==> config.mk <==
export PLATFORM = sky130hd
export DESIGN_NAME = apt_timer
export DESIGN_NICKNAME = d
export VERILOG_FILES = /design/src/apt_pkg.sv /design/src/apt_timer.sv
export SDC_FILE = /design/constraint.sdc
export NUM_CORES = 1
export LEC_CHECK = 0
export BUFFER_PORTS_ARGS = -buffer_cell sky130_fd_sc_hd__buf_2
export CORE_ASPECT_RATIO = 2
export CORE_UTILIZATION = 40
export DETAILED_ROUTE_END_ITERATION = 10
export MAX_ROUTING_LAYER = met4
export SYNTH_ARGS = -nofsm -noshare
export SYNTH_HDL_FRONTEND = slang
export SYNTH_SLANG_ARGS = --single-unit
==> constraint.sdc <==
create_clock -name mclk_i -period 10.3 [get_ports mclk_i]
set_clock_uncertainty 0.05 [all_clocks]
set_input_delay 2.06 -clock mclk_i [delete_from_list [all_inputs] [get_ports mclk_i]]
set_output_delay 2.06 -clock mclk_i [all_outputs]
set_load 0.1 [all_outputs]
==> src/apt_pkg.sv <==
// Constants for the dual-slope timer with crystal-clocked update path.
// Assumes a 32-bit AXI4-Lite master with word-aligned accesses.
package apt_pkg;
   // Register byte offsets
   localparam logic [7:0] OFS_CTL_A  = 8'h00;
   localparam logic [7:0] OFS_CTL_B  = 8'h04;
   localparam logic [7:0] OFS_COUNT  = 8'h08;
   localparam logic [7:0] OFS_CMP_A  = 8'h0C;
   localparam logic [7:0] OFS_CMP_B  = 8'h10;
   localparam logic [7:0] OFS_STATUS = 8'h14;
   localparam logic [7:0] OFS_FLAGS  = 8'h18;
   localparam logic [7:0] OFS_IRQ_EN = 8'h1C;
   localparam logic [7:0] OFS_GEN    = 8'h20;
   // Buffered register slots, in order
   localparam int          NBUF      = 5;
   localparam logic [2:0]  SL_CTL_A  = 3'h0;
   localparam logic [2:0]  SL_CTL_B  = 3'h1;
   localparam logic [2:0]  SL_COUNT  = 3'h2;
   localparam logic [2:0]  SL_CMP_A  = 3'h3;
   localparam logic [2:0]  SL_CMP_B  = 3'h4;
   // Field positions
   localparam int          ACT_A_LSB = 6;
   localparam int          ACT_B_LSB = 4;
   localparam int          WGM2_BIT  = 3;
   localparam int          STS_ASYNC = 5;
   localparam int          GEN_PSR   = 1;
   // Modes and actions
   localparam logic [2:0]  WGM_PC_FF = 3'h1;
   localparam logic [2:0]  WGM_PC_CA = 3'h5;
   localparam logic [1:0]  ACT_TOG   = 2'h1;
   localparam logic [1:0]  ACT_NINV  = 2'h2;
   localparam logic [1:0]  ACT_INV   = 2'h3;
   localparam logic [7:0]  CNT_MAX   = 8'hFF;
   localparam logic [7:0]  CNT_BOT   = 8'h00;
   // Crystal edges before a held value lands, minus one
   localparam logic [1:0]  XT_LAST   = 2'h1;
   // Processor cycles of flag resynchronisation
   localparam int          FLG_DLY   = 3;
   // Prescaler tap masks per clock select code
   localparam logic [9:0]  PM_1      = 10'h000;
   localparam logic [9:0]  PM_8      = 10'h007;
   localparam logic [9:0]  PM_32     = 10'h01F;
   localparam logic [9:0]  PM_64     = 10'h03F;
   localparam logic [9:0]  PM_128    = 10'h07F;
   localparam logic [9:0]  PM_256    = 10'h0FF;
   localparam logic [9:0]  PM_1024   = 10'h3FF;
   localparam logic [1:0]  RESP_OK   = 2'h0;
   localparam logic [1:0]  RESP_ERR  = 2'h2;
endpackage

==> src/apt_timer.sv <==
// Dual-slope PWM timer, two compare channels, crystal-clocked update path.
// Assumes the crystal pin level is sampled on mclk_i, which runs well over
// four times the crystal rate.
`timescale 1ns/1ns
`default_nettype none
module apt_timer (
   // Clock and reset
   input  wire  logic        mclk_i,
   input  wire  logic        rstn_i,
   // AXI4-Lite write
   input  wire  logic [7:0]  s_axi_awaddr_i,
   input  wire  logic        s_axi_awvalid_i,
   output var   logic        s_axi_awready_o,
   input  wire  logic [31:0] s_axi_wdata_i,
   input  wire  logic [3:0]  s_axi_wstrb_i,
   input  wire  logic        s_axi_wvalid_i,
   output var   logic        s_axi_wready_o,
   output var   logic [1:0]  s_axi_bresp_o,
   output var   logic        s_axi_bvalid_o,
   input  wire  logic        s_axi_bready_i,
   // AXI4-Lite read
   input  wire  logic [7:0]  s_axi_araddr_i,
   input  wire  logic        s_axi_arvalid_i,
   output var   logic        s_axi_arready_o,
   output var   logic [31:0] s_axi_rdata_o,
   output var   logic [1:0]  s_axi_rresp_o,
   output var   logic        s_axi_rvalid_o,
   input  wire  logic        s_axi_rready_i,
   // Crystal and power state
   input  wire  logic        crystal_input_pin_i,
   input  wire  logic        sleep_deep_i,
   // Pins and status
   output var   logic [1:0]  compare_output_o,
   output var   logic [1:0]  compare_connect_o,
   output var   logic        crystal_pins_detach_o,
   output var   logic        osc_run_o,
   output var   logic        wake_req_o
);
   logic [7:0]  ctl_a_r, ctl_b_r, count_value_r, cnt_nxt, cnt_copy_r;
   logic        dn_r, dn_nxt, async_r;
   logic [2:0]  flg_r, irq_en_r, ev;
   logic [2:0]  evq_r [apt_pkg::FLG_DLY];
   logic [9:0]  pre_r;
   logic [9:0]  pmask;
   logic        xs1_r, xs2_r, xs3_r, xt_rise, src_en, tick;
   logic [7:0]  hold_r [apt_pkg::NBUF];
   logic [1:0]  edg_r  [apt_pkg::NBUF];
   logic [apt_pkg::NBUF-1:0] pend_r, app, wsel, upd;
   logic [7:0]  upd_d [apt_pkg::NBUF];
   logic [7:0]  cmp_buf_r [2];
   logic [7:0]  cmp_act_r [2];
   logic [1:0]  oc_r, match;
   logic        aw_got_r, w_got_r, wr_fire;
   logic [7:0]  aw_addr_r, rd_mux;
   logic [31:0] w_data_r;
   logic [3:0]  w_strb_r;
   logic        rd_ok, wr_ok;
   logic [2:0]  wgm;
   logic        dual;
   logic [7:0]  top;
   logic        at_top;

   assign wgm  = {ctl_b_r[apt_pkg::WGM2_BIT], ctl_a_r[1:0]};
   assign dual = (wgm == apt_pkg::WGM_PC_FF) ||
                 (wgm == apt_pkg::WGM_PC_CA);
   assign top  = ctl_b_r[apt_pkg::WGM2_BIT] ? cmp_act_r[0] :
                 apt_pkg::CNT_MAX;

   // Crystal pin sampling; first stage feeds only the second
   always_ff @(posedge mclk_i) begin
      if (!rstn_i) begin
         xs1_r <= 1'b0;
         xs2_r <= 1'b0;
         xs3_r <= 1'b0;
      end else begin
         xs1_r <= crystal_input_pin_i;
         xs2_r <= xs1_r;
         xs3_r <= xs2_r;
      end
   end
   // Oscillator halted in deep sleep, so no edges reach the timer
   assign xt_rise = async_r && !sleep_deep_i && xs2_r && !xs3_r;
   assign src_en  = async_r ? xt_rise : 1'b1;

   always_comb begin
      case (ctl_b_r[2:0])
         3'h2:    pmask = apt_pkg::PM_8;
         3'h3:    pmask = apt_pkg::PM_32;
         3'h4:    pmask = apt_pkg::PM_64;
         3'h5:    pmask = apt_pkg::PM_128;
         3'h6:    pmask = apt_pkg::PM_256;
         3'h7:    pmask = apt_pkg::PM_1024;
         default: pmask = apt_pkg::PM_1;
      endcase
   end
   // Code zero stops the timer
   assign tick = src_en && (ctl_b_r[2:0] != 3'h0) &&
                 ((pre_r & pmask) == pmask);

   always_ff @(posedge mclk_i) begin
      if (!rstn_i)
         pre_r <= 10'h000;
      else if (wsel[0] && aw_addr_r == apt_pkg::OFS_GEN &&
               w_data_r[apt_pkg::GEN_PSR])
         pre_r <= 10'h000;
      else if (src_en)
         pre_r <= pre_r + 10'h001;
   end

   // AXI4-Lite write channel
   assign wr_fire = aw_got_r && w_got_r && !s_axi_bvalid_o;
   always_ff @(posedge mclk_i) begin
      if (!rstn_i) begin
         aw_got_r        <= 1'b0;
         w_got_r         <= 1'b0;
         aw_addr_r       <= 8'h00;
         w_data_r        <= 32'h0000_0000;
         w_strb_r        <= 4'h0;
         s_axi_awready_o <= 1'b0;
         s_axi_wready_o  <= 1'b0;
         s_axi_bvalid_o  <= 1'b0;
         s_axi_bresp_o   <= apt_pkg::RESP_OK;
      end else begin
         s_axi_awready_o <= !aw_got_r && !(s_axi_awvalid_i && s_axi_awready_o);
         s_axi_wready_o  <= !w_got_r && !(s_axi_wvalid_i && s_axi_wready_o);
         if (s_axi_awvalid_i && s_axi_awready_o) begin
            aw_got_r  <= 1'b1;
            aw_addr_r <= {s_axi_awaddr_i[7:2], 2'b00};
         end
         if (s_axi_wvalid_i && s_axi_wready_o) begin
            w_got_r  <= 1'b1;
            w_data_r <= s_axi_wdata_i;
            w_strb_r <= s_axi_wstrb_i;
         end
         if (wr_fire) begin
            s_axi_bvalid_o <= 1'b1;
            s_axi_bresp_o  <= wr_ok ? apt_pkg::RESP_OK : apt_pkg::RESP_ERR;
         end else if (s_axi_bvalid_o && s_axi_bready_i) begin
            s_axi_bvalid_o  <= 1'b0;
            aw_got_r        <= 1'b0;
            w_got_r         <= 1'b0;
            s_axi_awready_o <= 1'b1;
            s_axi_wready_o  <= 1'b1;
         end
      end
   end
   assign wr_ok = aw_addr_r <= apt_pkg::OFS_GEN;

   // Per-register holding path for async writes
   genvar k;
   generate
      for (k = 0; k < apt_pkg::NBUF; k++) begin : g_hold
         assign wsel[k] = wr_fire && w_strb_r[0] && (k == 0 ||
                          aw_addr_r == 8'(k * 4));
         assign app[k]  = pend_r[k] && xt_rise && (edg_r[k] == apt_pkg::XT_LAST);
         assign upd[k]  = async_r ? app[k] : (wsel[k] &&
                          aw_addr_r == 8'(k * 4));
         assign upd_d[k] = async_r ? hold_r[k] : w_data_r[7:0];
         always_ff @(posedge mclk_i) begin
            if (!rstn_i) begin
               hold_r[k] <= 8'h00;
               edg_r[k]  <= 2'h0;
               pend_r[k] <= 1'b0;
            end else if (async_r && wsel[k] && aw_addr_r == 8'(k * 4)) begin
               hold_r[k] <= w_data_r[7:0];
               edg_r[k]  <= 2'h0;
               pend_r[k] <= 1'b1;
            end else if (app[k]) begin
               pend_r[k] <= 1'b0;
            end else if (pend_r[k] && xt_rise) begin
               edg_r[k]  <= edg_r[k] + 2'h1;
            end
         end
      end
   endgenerate

   // Control registers and software-side bits
   always_ff @(posedge mclk_i) begin
      if (!rstn_i) begin
         ctl_a_r  <= 8'h00;
         ctl_b_r  <= 8'h00;
         async_r  <= 1'b0;
         irq_en_r <= 3'h0;
      end else begin
         if (upd[apt_pkg::SL_CTL_A])
            ctl_a_r <= upd_d[apt_pkg::SL_CTL_A] & 8'hF3;
         if (upd[apt_pkg::SL_CTL_B])
            ctl_b_r <= upd_d[apt_pkg::SL_CTL_B] & 8'h0F;
         if (wsel[0] && aw_addr_r == apt_pkg::OFS_STATUS)
            async_r <= w_data_r[apt_pkg::STS_ASYNC];
         if (wsel[0] && aw_addr_r == apt_pkg::OFS_IRQ_EN)
            irq_en_r <= w_data_r[2:0];
      end
   end

   // Counter next state
   always_comb begin
      cnt_nxt = count_value_r;
      dn_nxt  = dn_r;
      if (tick) begin
         if (dual) begin
            if (!dn_r && count_value_r >= top) begin
               dn_nxt  = 1'b1;
               cnt_nxt = count_value_r - 8'h01;
            end else if (dn_r && count_value_r == apt_pkg::CNT_BOT) begin
               dn_nxt  = 1'b0;
               cnt_nxt = count_value_r + 8'h01;
            end else if (dn_r) begin
               cnt_nxt = count_value_r - 8'h01;
               dn_nxt  = (count_value_r != 8'h01);
            end else begin
               cnt_nxt = count_value_r + 8'h01;
            end
         end else begin
            dn_nxt  = 1'b0;
            cnt_nxt = count_value_r + 8'h01;
         end
      end
      if (upd[apt_pkg::SL_COUNT])
         cnt_nxt = upd_d[apt_pkg::SL_COUNT];
   end
   assign at_top = tick && dual && !dn_r && count_value_r >= top;

   always_ff @(posedge mclk_i) begin
      if (!rstn_i) begin
         count_value_r <= 8'h00;
         dn_r          <= 1'b0;
         cnt_copy_r    <= 8'h00;
      end else begin
         count_value_r <= cnt_nxt;
         dn_r          <= dn_nxt;
         // Async copy lags until the next crystal edge after wake
         if (!async_r || xt_rise)
            cnt_copy_r <= count_value_r;
      end
   end

   // Overflow at BOTTOM
   assign ev[0] = tick && cnt_nxt == apt_pkg::CNT_BOT &&
                  count_value_r != apt_pkg::CNT_BOT;

   // Compare channels
   genvar c;
   generate
      for (c = 0; c < 2; c++) begin : g_ch
         logic [1:0] act;
         logic       tog_ok;
         assign act    = ctl_a_r[(c == 0 ? apt_pkg::ACT_A_LSB :
                                  apt_pkg::ACT_B_LSB) +: 2];
         assign tog_ok = (c == 0) && ctl_b_r[apt_pkg::WGM2_BIT];
         // No match while a count write or this channel's compare write is in flight
         assign match[c] = tick && cnt_nxt == cmp_act_r[c] &&
                           !pend_r[apt_pkg::SL_COUNT] &&
                           !pend_r[apt_pkg::SL_CMP_A + 3'(c)];
         assign ev[c+1] = match[c];
         always_ff @(posedge mclk_i) begin
            if (!rstn_i) begin
               cmp_buf_r[c] <= 8'h00;
               cmp_act_r[c] <= 8'h00;
            end else begin
               if (upd[apt_pkg::SL_CMP_A + 3'(c)])
                  cmp_buf_r[c] <= upd_d[apt_pkg::SL_CMP_A + 3'(c)];
               // Update at TOP keeps each period symmetric
               if (!dual || at_top)
                  cmp_act_r[c] <= cmp_buf_r[c];
            end
         end
         always_ff @(posedge mclk_i) begin
            if (!rstn_i) begin
               oc_r[c] <= 1'b0;
            end else if (act == apt_pkg::ACT_TOG) begin
               if (tog_ok && match[c])
                  oc_r[c] <= !oc_r[c];
            end else if (tick && dual) begin
               if (match[c] && cmp_act_r[c] != top)
                  oc_r[c] <= dn_nxt;
               else if (cnt_nxt == top && cmp_act_r[c] >= top)
                  oc_r[c] <= 1'b1;
               else if (cnt_nxt == apt_pkg::CNT_BOT)
                  oc_r[c] <= cmp_act_r[c] != apt_pkg::CNT_BOT;
            end
         end
         // Driven straight from the timer state, no processor-side resync
         always_ff @(posedge mclk_i) begin
            if (!rstn_i) begin
               compare_output_o[c]  <= 1'b0;
               compare_connect_o[c] <= 1'b0;
            end else begin
               compare_output_o[c]  <= (act == apt_pkg::ACT_INV) ?
                                       !oc_r[c] : oc_r[c];
               compare_connect_o[c] <= (act == apt_pkg::ACT_NINV) ||
                                       (act == apt_pkg::ACT_INV) ||
                                       (act == apt_pkg::ACT_TOG && tog_ok);
            end
         end
      end
   endgenerate

   // Flags: async events wait three processor cycles; set beats clear
   always_ff @(posedge mclk_i) begin
      if (!rstn_i) begin
         evq_r[0] <= 3'h0;
         evq_r[1] <= 3'h0;
         evq_r[2] <= 3'h0;
         flg_r    <= 3'h0;
      end else begin
         evq_r[0] <= ev;
         evq_r[1] <= evq_r[0];
         evq_r[2] <= evq_r[1];
         flg_r <= (flg_r & ~((wsel[0] && aw_addr_r == apt_pkg::OFS_FLAGS) ?
                  w_data_r[2:0] : 3'h0)) |
                  (async_r ? evq_r[apt_pkg::FLG_DLY-1] : ev);
      end
   end

   // Wake request and pin status
   always_ff @(posedge mclk_i) begin
      if (!rstn_i) begin
         wake_req_o            <= 1'b0;
         crystal_pins_detach_o <= 1'b0;
         osc_run_o             <= 1'b0;
      end else begin
         if (tick)
            wake_req_o <= |(flg_r & irq_en_r);
         crystal_pins_detach_o <= async_r;
         osc_run_o             <= async_r && !sleep_deep_i;
      end
   end

   // AXI4-Lite read channel
   always_comb begin
      rd_ok  = 1'b1;
      case ({s_axi_araddr_i[7:2], 2'b00})
         apt_pkg::OFS_CTL_A:  rd_mux = ctl_a_r;
         apt_pkg::OFS_CTL_B:  rd_mux = ctl_b_r;
         apt_pkg::OFS_COUNT:  rd_mux = cnt_copy_r;
         apt_pkg::OFS_CMP_A:  rd_mux = cmp_buf_r[0];
         apt_pkg::OFS_CMP_B:  rd_mux = cmp_buf_r[1];
         apt_pkg::OFS_STATUS: rd_mux = {2'b00, async_r,
                                        pend_r[apt_pkg::SL_COUNT],
                                        pend_r[apt_pkg::SL_CMP_A],
                                        pend_r[apt_pkg::SL_CMP_B],
                                        pend_r[apt_pkg::SL_CTL_A],
                                        pend_r[apt_pkg::SL_CTL_B]};
         apt_pkg::OFS_FLAGS:  rd_mux = {5'h00, flg_r};
         apt_pkg::OFS_IRQ_EN: rd_mux = {5'h00, irq_en_r};
         apt_pkg::OFS_GEN:    rd_mux = 8'h00;
         default: begin
            rd_mux = 8'h00;
            rd_ok  = 1'b0;
         end
      endcase
   end
   always_ff @(posedge mclk_i) begin
      if (!rstn_i) begin
         s_axi_arready_o <= 1'b0;
         s_axi_rvalid_o  <= 1'b0;
         s_axi_rdata_o   <= 32'h0000_0000;
         s_axi_rresp_o   <= apt_pkg::RESP_OK;
      end else if (s_axi_arvalid_i && s_axi_arready_o) begin
         s_axi_arready_o <= 1'b0;
         s_axi_rvalid_o  <= 1'b1;
         s_axi_rdata_o   <= {24'h00_0000, rd_mux};
         s_axi_rresp_o   <= rd_ok ? apt_pkg::RESP_OK : apt_pkg::RESP_ERR;
      end else if (s_axi_rvalid_o) begin
         if (s_axi_rready_i) begin
            s_axi_rvalid_o  <= 1'b0;
            s_axi_arready_o <= 1'b1;
         end
      end else begin
         s_axi_arready_o <= 1'b1;
      end
   end
endmodule
`default_nettype wire

After elaboration in Yosys (flattened, before gate mapping)
Memory sizes are Yosys's and may differ from the RTL's.
Cells that the tools add are included.

word-level totals
  memories = 5
  bits in registers = 95
  output and inout port bits = 48
  input port bits = 61
  logic and storage cells = 381
  memory bits (writable) = 91

operators by class
  eq/ne operators = 44
  multiplexer cells = 141
  add/sub/neg operators = 8
  magnitude comparators = 4
  bitwise gates (word level) = 29
  reduce and logical (&&, ||, !) cells = 111

memories
  memory     depth  bits a word  read ports  clocked after Yosys merged registers in  write ports  RTL line         text
  hold_r     5      8            5           0                                        5            apt_timer.sv:46  logic [7:0] hold_r [apt_pkg::NBUF];
  cmp_act_r  2      8            2           0                                        2            apt_timer.sv:51  logic [7:0] cmp_act_r [2];
  cmp_buf_r  2      8            2           0                                        2            apt_timer.sv:50  logic [7:0] cmp_buf_r [2];
  edg_r      5      2            5           0                                        5            apt_timer.sv:47  logic [1:0] edg_r [apt_pkg::NBUF];
  evq_r      3      3            3           0                                        3            apt_timer.sv:42  logic [2:0] evq_r [apt_pkg::FLG_DLY];

operators with widths
  kind                                                  number
  two-way mux 8 bit                                     20
  two-way mux 1 bit                                     101
  logical AND 1 bit                                     67
  one-hot mux 8 bit (8 select lines)                    1
  one-hot mux 10 bit (6 select lines)                   1
  equality test 6 x 3 -> 1 bit (second input constant)  8
  equality test 6 x 2 -> 1 bit (second input constant)  4
  equality test 8 bit                                   3
  >= comparator 8 bit                                   3
  logical NOT 8 bit                                     3
  two-way mux 2 bit                                     12
  nonzero test 8 bit                                    3
  bitwise OR 1 bit                                      22
  inequality test 8 bit                                 2
  equality test 3 bit (second input constant)           5
  logical NOT 1 bit                                     15
  two-way mux 3 bit                                     5
  equality test 2 x 1 -> 1 bit (second input constant)  7
  nonzero test 2 bit                                    7
  equality test 6 x 1 -> 1 bit (second input constant)  2
  equality test 6 x 4 -> 1 bit (second input constant)  2
  adder 10 x 1 -> 10 bit (second input constant)        1
  adder 2 x 1 -> 2 bit (second input constant)          5
  AND 10 bit                                            1
  other kinds (22)                                      37

Depth between registers and ports, before layout
  word-level depth = 17
  mapped depth = 16
  depth with buffers taken out = 14

Least setup slack after synthesis
OpenSTA, ideal clock, no wires.

  path type = input to register
  start = input sleep_deep_i
  end = register oc_r[0]
  data required time = 10.130 ns
  stages = 11
  slack = 5.532 ns
  path buffers = 0
  setup time = 0.120 ns
  arrival = 4.598 ns
  cells stage by stage = nor4bb_1 > and3_1 > nor2_1 > nand2_1 > a2bb2oi_1 > o2111a_1 > nand4_1 > a2111oi_2 > nand3_1 > nor4b_1 > a211o_1

between the ends
  cells in the longest elaborated chain, start to end = 17
  elaborated cells on any way between the ends = 31
  those cells by class = eq/ne: 3; mux: 9; reduce/logical: 19

ends and longest elaborated chain
  what                                 RTL line          text
  start: declaration                   apt_timer.sv:31   input wire logic sleep_deep_i,
  logical NOT 1 bit (*)                apt_timer.sv:82   assign xt_rise = async_r && !sleep_deep_i && xs2_r && !xs3_r;
  logical AND 1 bit (*) (3 in series)  apt_timer.sv:82
  two-way mux 1 bit                    apt_timer.sv:83   assign src_en = async_r ? xt_rise : 1'b1;
  logical AND 1 bit (2 in series)      apt_timer.sv:97   assign tick = src_en && (ctl_b_r[2:0] != 3'h0) &&
  two-way mux 8 bit                    apt_timer.sv:200  if (tick) begin
  two-way mux 8 bit                    apt_timer.sv:219  if (upd[apt_pkg::SL_COUNT])
  equality test 8 bit                  apt_timer.sv:252  assign match[c] = tick && cnt_nxt == cmp_act_r[c] &&
  logical AND 1 bit (2 in series)      apt_timer.sv:252
  logical AND 1 bit                    apt_timer.sv:253  !pend_r[apt_pkg::SL_COUNT] &&
  logical AND 1 bit                    apt_timer.sv:275  if (match[c] && cmp_act_r[c] != top)
  two-way mux 1 bit                    apt_timer.sv:275
  two-way mux 1 bit                    apt_timer.sv:274  end else if (tick && dual) begin
  two-way mux 1 bit                    apt_timer.sv:271  end else if (act == apt_pkg::ACT_TOG) begin
  end signal: indexed assignment       apt_timer.sv:273  oc_r[c] <= !oc_r[c];
  end signal: indexed assignment       apt_timer.sv:276  oc_r[c] <= dn_nxt;
  end signal: indexed assignment       apt_timer.sv:280  oc_r[c] <= cmp_act_r[c] != apt_pkg::CNT_BOT;
  end: declaration                     apt_timer.sv:52   logic [1:0] oc_r, match;

Mark *: on every way between the ends. The rest lies on a longest branch, timed or not. The select of a mux whose other input is x is not followed.
A chain may end at the register's enable or synchronous reset.

Worst setup path in the final report
  start = input sleep_deep_i
  end = register oc_r[1]

between the ends
  cells in the longest elaborated chain, start to end = 16
  elaborated cells on any way between the ends = 26
  those cells by class = eq/ne: 2; mux: 7; reduce/logical: 17

ends and longest elaborated chain
  what                                  RTL line
  logical NOT 1 bit (*)                 apt_timer.sv:82
  logical AND 1 bit (*) (3 in series)   apt_timer.sv:82
  two-way mux 1 bit                     apt_timer.sv:83
  logical AND 1 bit (2 in series)       apt_timer.sv:97
  two-way mux 8 bit                     apt_timer.sv:200
  two-way mux 8 bit                     apt_timer.sv:219
  equality test 8 bit                   apt_timer.sv:252
  logical AND 1 bit (2 in series)       apt_timer.sv:252
  logical AND 1 bit                     apt_timer.sv:253
  logical AND 1 bit                     apt_timer.sv:275
  nonzero test 3 bit (no source line)   n/a
  AND reduction 3 bit (no source line)  n/a

Mark *: on every way between the ends. The rest lies on a longest branch, timed or not.

==> results.sh <==
export IMPL_place_inst=1324
export IMPL_cts_htree_levels=4
export IMPL_p_seq_share_pct=49.7
export IMPL_postSynth_asyncResetShare_pct=0
export IMPL_insertion_delay_ns=0.44
export IMPL_post_cts_buffers=0
export IMPL_grt_antenna_before_repair=0
export IMPL_grt_remaining_overflow=0
export IMPL_rsz0062_at_grt="false"
export IMPL_crit_arrival_ns=5.77
export IMPL_ys_flop_type="dfxtp_1"
export IMPL_drc=0
export IMPL_finalMaxSlewViolations=0
export IMPL_crit_path_max_fanout=19
export IMPL_final_antenna_net_count=0
export IMPL_p_sw_share_pct=26.04
export IMPL_total_power_uw=1546
export IMPL_path_class="input port to register"
export IMPL_gp_congestion=1.065
export IMPL_cp_cell_sequence="buf_2, o21ai_2, buf_4, o211a_1, xnor2_1, o21ai_0, xnor2_1, nor4_1, nand3_1, nor4bb_1, o31a_1, a31oi_1"
export IMPL_cellLeakagePower_uw=0.004096
export IMPL_cp_common_cell="xnor2_1"
export IMPL_first_global_vias=7640
export IMPL_die_w_um=111.0
export IMPL_cts_tree="done"
export IMPL_synth_edf_count=76
export IMPL_crit_path_end_kind="register"
export IMPL_period_needed_ns=5.512
export IMPL_hold_class="register to register"
export IMPL_clkTransAtPathRegs_ns=0.07
export IMPL_wirelength_um=29170
export IMPL_io_pin_count=109
export IMPL_cp_start_kind="input port"
export IMPL_vdd_drop_max_uv=119.9
export IMPL_drive_above_1_share_pct=12.12
export IMPL_nets=1143
export IMPL_syn_instance_count=1024
export IMPL_cp_top_family="compound AO/OA/AOI/OAI gates"
export IMPL_cts_sinks=178
export IMPL_cts_hold_buf=0
export IMPL_avgSynthCellArea_um2=9.274
export IMPL_power_internal_uw=1144
export IMPL_cap_violations=0
export IMPL_clockBufferDepth=2
export IMPL_cts_buffers=17
export IMPL_fmax_ghz=0.1814
export IMPL_ys_seq_elements=178
export IMPL_cts_resized_gates=0
export IMPL_cts_root_buf="clkbuf_16"
export IMPL_vias_per_cell=5.757
export IMPL_hold_viol_final=0
export IMPL_clkPwrFrac_pct=41.4
export IMPL_start_util_pct=40.71
export IMPL_n_antenna_cell=0
export IMPL_cp_data_required_time_ns=10.56
export IMPL_syn_to_final_growth_pct=10.76
export IMPL_finalSetupTns_ns=0
export IMPL_portBuffers=51
export IMPL_synth_warnings=0
export IMPL_globalRouteTotalUtil_pct=25.65
export IMPL_rows=79
export IMPL_synth_cell_area_um2=9497
export IMPL_via_count=7806
export IMPL_worst_pin_slew_ns=1.317
export IMPL_pwr_share_comb_pct=8.8
export IMPL_setup_viol=0
export IMPL_power_density_nw_per_um2=147.0
export IMPL_die_h_um=219.9
export IMPL_coreArea_um2=23330
export IMPL_grt_max_degree=51
export IMPL_cp_num_buf_inv=2
export IMPL_die_area_um2=24400
export IMPL_synthDistinctLibCells=85
export IMPL_slowest_delay_ns=0.76
export IMPL_net_switching_power_uw=402.7
export IMPL_status="complete, no violations"
export IMPL_fin_cells=1356
export IMPL_fill_cells=2287
export IMPL_max_slew_margin_pct=11.40
export IMPL_ys_seq_area_share_pct=45.53
export IMPL_grt_pass1_wl_um=44480
export IMPL_first_pass_iters=5
export IMPL_avgRoutedWirePerCell_um=21.51
export IMPL_slowest_stage="o211a_1"
export IMPL_dp_hpwl_um=22520
export IMPL_first_iter_violations=460
export IMPL_fin_crit_sh_pct=53.52
==> worst paths after layout <==
kind	from	to	slack, ns	cells after the start
setup / recovery	sleep_deep_i	oc_r[1]$_SDFFE_PN0P_	4.79	12
hold / removal	xs1_r$_SDFF_PN0_	xs2_r$_SDFF_PN0_	0.39	1
setup reg to reg	ctl_b_r[3]$_SDFFE_PN0P_	oc_r[0]$_SDFFE_PN0P_	5.27	14
hold reg to reg	xs1_r$_SDFF_PN0_	xs2_r$_SDFF_PN0_	0.39	1
==> power by group through the flow <==
stage | clock network [µW] | logic, µW | registers, µW
global route | 684 | 146 | 770
floorplan | 0 | 97.8 | 798
finish | 641 | 137 | 769
detailed placement | 0 | 137 | 784
CTS | 653 | 137 | 768
global placement | 0 | 135 | 784
==> state kept, by name, indices dropped and copies added (netlist names), 2 cells and up <==
register	flops
irq_en_r	3
edg_r	10
hold_r	34
cmp_buf_r	16
evq_r	9
aw_addr_r	6
cmp_act_r	16
pre_r	10
oc_r	2
s_axi_rdata_o	8
compare_connect_o	2
compare_output_o	2
pend_r	5
count_value_r	8
cnt_copy_r	8
flg_r	3
ctl_b_r	4
w_data_r	8
ctl_a_r	6
==> placed cells by master (no fill, tap or decap), drive strengths merged, types with 22 or more instances in the layout <==
cell type    n
nor2       106
nand2      103
dfxtp      102
edfxtp      76
and2        74
buf         67
a21oi       63
nand3       34
xnor2       28
o21ai       28
conb        26
mux2i       23
inv         23
nor3        22
ha          22
clkbuf      22
==> stage by stage <==
step | worst slack, ns | area [µm²] | util (%) | hold slack [ns]
6_report | 4.788 | 10520 | 45.09 | 0.3861
5_1_grt | 4.711 | 10520 | 45.09 | 0.3991
4_1_cts | 4.857 | 10520 | 45.09 | 0.3896
3_5_place_dp | 4.424 | 9922 | 42.53 | 0.3693
3_3_place_gp | 4.521 | 9922 | 42.53 | 0.3655
2_1_floorplan | 5.532 | 9590 | - | 0.3619
==> synth_stat cells, drive strengths merged (3+ instances only) <==
cell	instances	share of area (%)
nor2b	10	0.66
o31a	3	0.28
o22ai	4	0.26
nand3b	4	0.32
a211oi	12	0.95
a21boi	6	0.51
inv	21	0.83
o21ai	28	1.5
ha	22	2.9
a32oi	3	0.28
o21bai	5	0.40
and3	14	0.97
nor3	22	1.2
and2	74	4.9
a311oi	6	0.55
a31oi	10	0.88
or3	8	0.53
a221oi	3	0.28
clkbuf	36	1.4
or4	7	0.59
nand3	34	1.8
nor4b	3	0.28
nor4	21	1.5
mux2i	23	2.4
a21oi	63	3.3
o31ai	6	0.47
a2111oi	6	0.62
xnor2	28	2.6
or2	4	0.26
o2111ai	5	0.46
mux2	3	0.36
xor2	15	1.4
nand2	103	4.1
nor2	106	4.2
dfxtp	102	22
nand2b	10	0.66
a21o	5	0.40
a22oi	7	0.55
o211ai	6	0.53
a31o	6	0.55
edfxtp	76	24
buf	39	2.9
nand4	17	1.1
==> cell type report <==
class / instances / area (µm²) / area share, %
sequential: 178 / 4324 / 41.11
clock buffer: 22 / 528.0 / 5.020
multi-input combinational: 774 / 4786 / 45.50
inverter: 22 / 82.58 / 0.7851
timing repair buffer: 67 / 375.4 / 3.568
clock inverter: 10 / 68.82 / 0.6542
tap: 283 / 354.1 / 3.366
==> layer usage <==
metal	vias to the layer above	global-route usage, %	part of all wire (%)
li1	3731	-	-
met1	3759	22.32	33
met2	214	49.16	56
met3	102	3.850	3.4
met4	0	19.36	7.5
met5	-	-	0
==> cells by family after synthesis <==
logic type | count (synthesis) | synth area share (%)
AOI/OAI and AO/OA | 208 | 15.19
xor gates and xnor gates | 43 | 3.966
adders and majority gates | 22 | 2.899
buffers and inverters | 97 | 5.165
DFF | 178 | 45.53
muxes | 27 | 3.017
other | 1 | 0.03949
and+or+nand+nor | 448 | 24.19
Power figures use the tool's default switching activity.
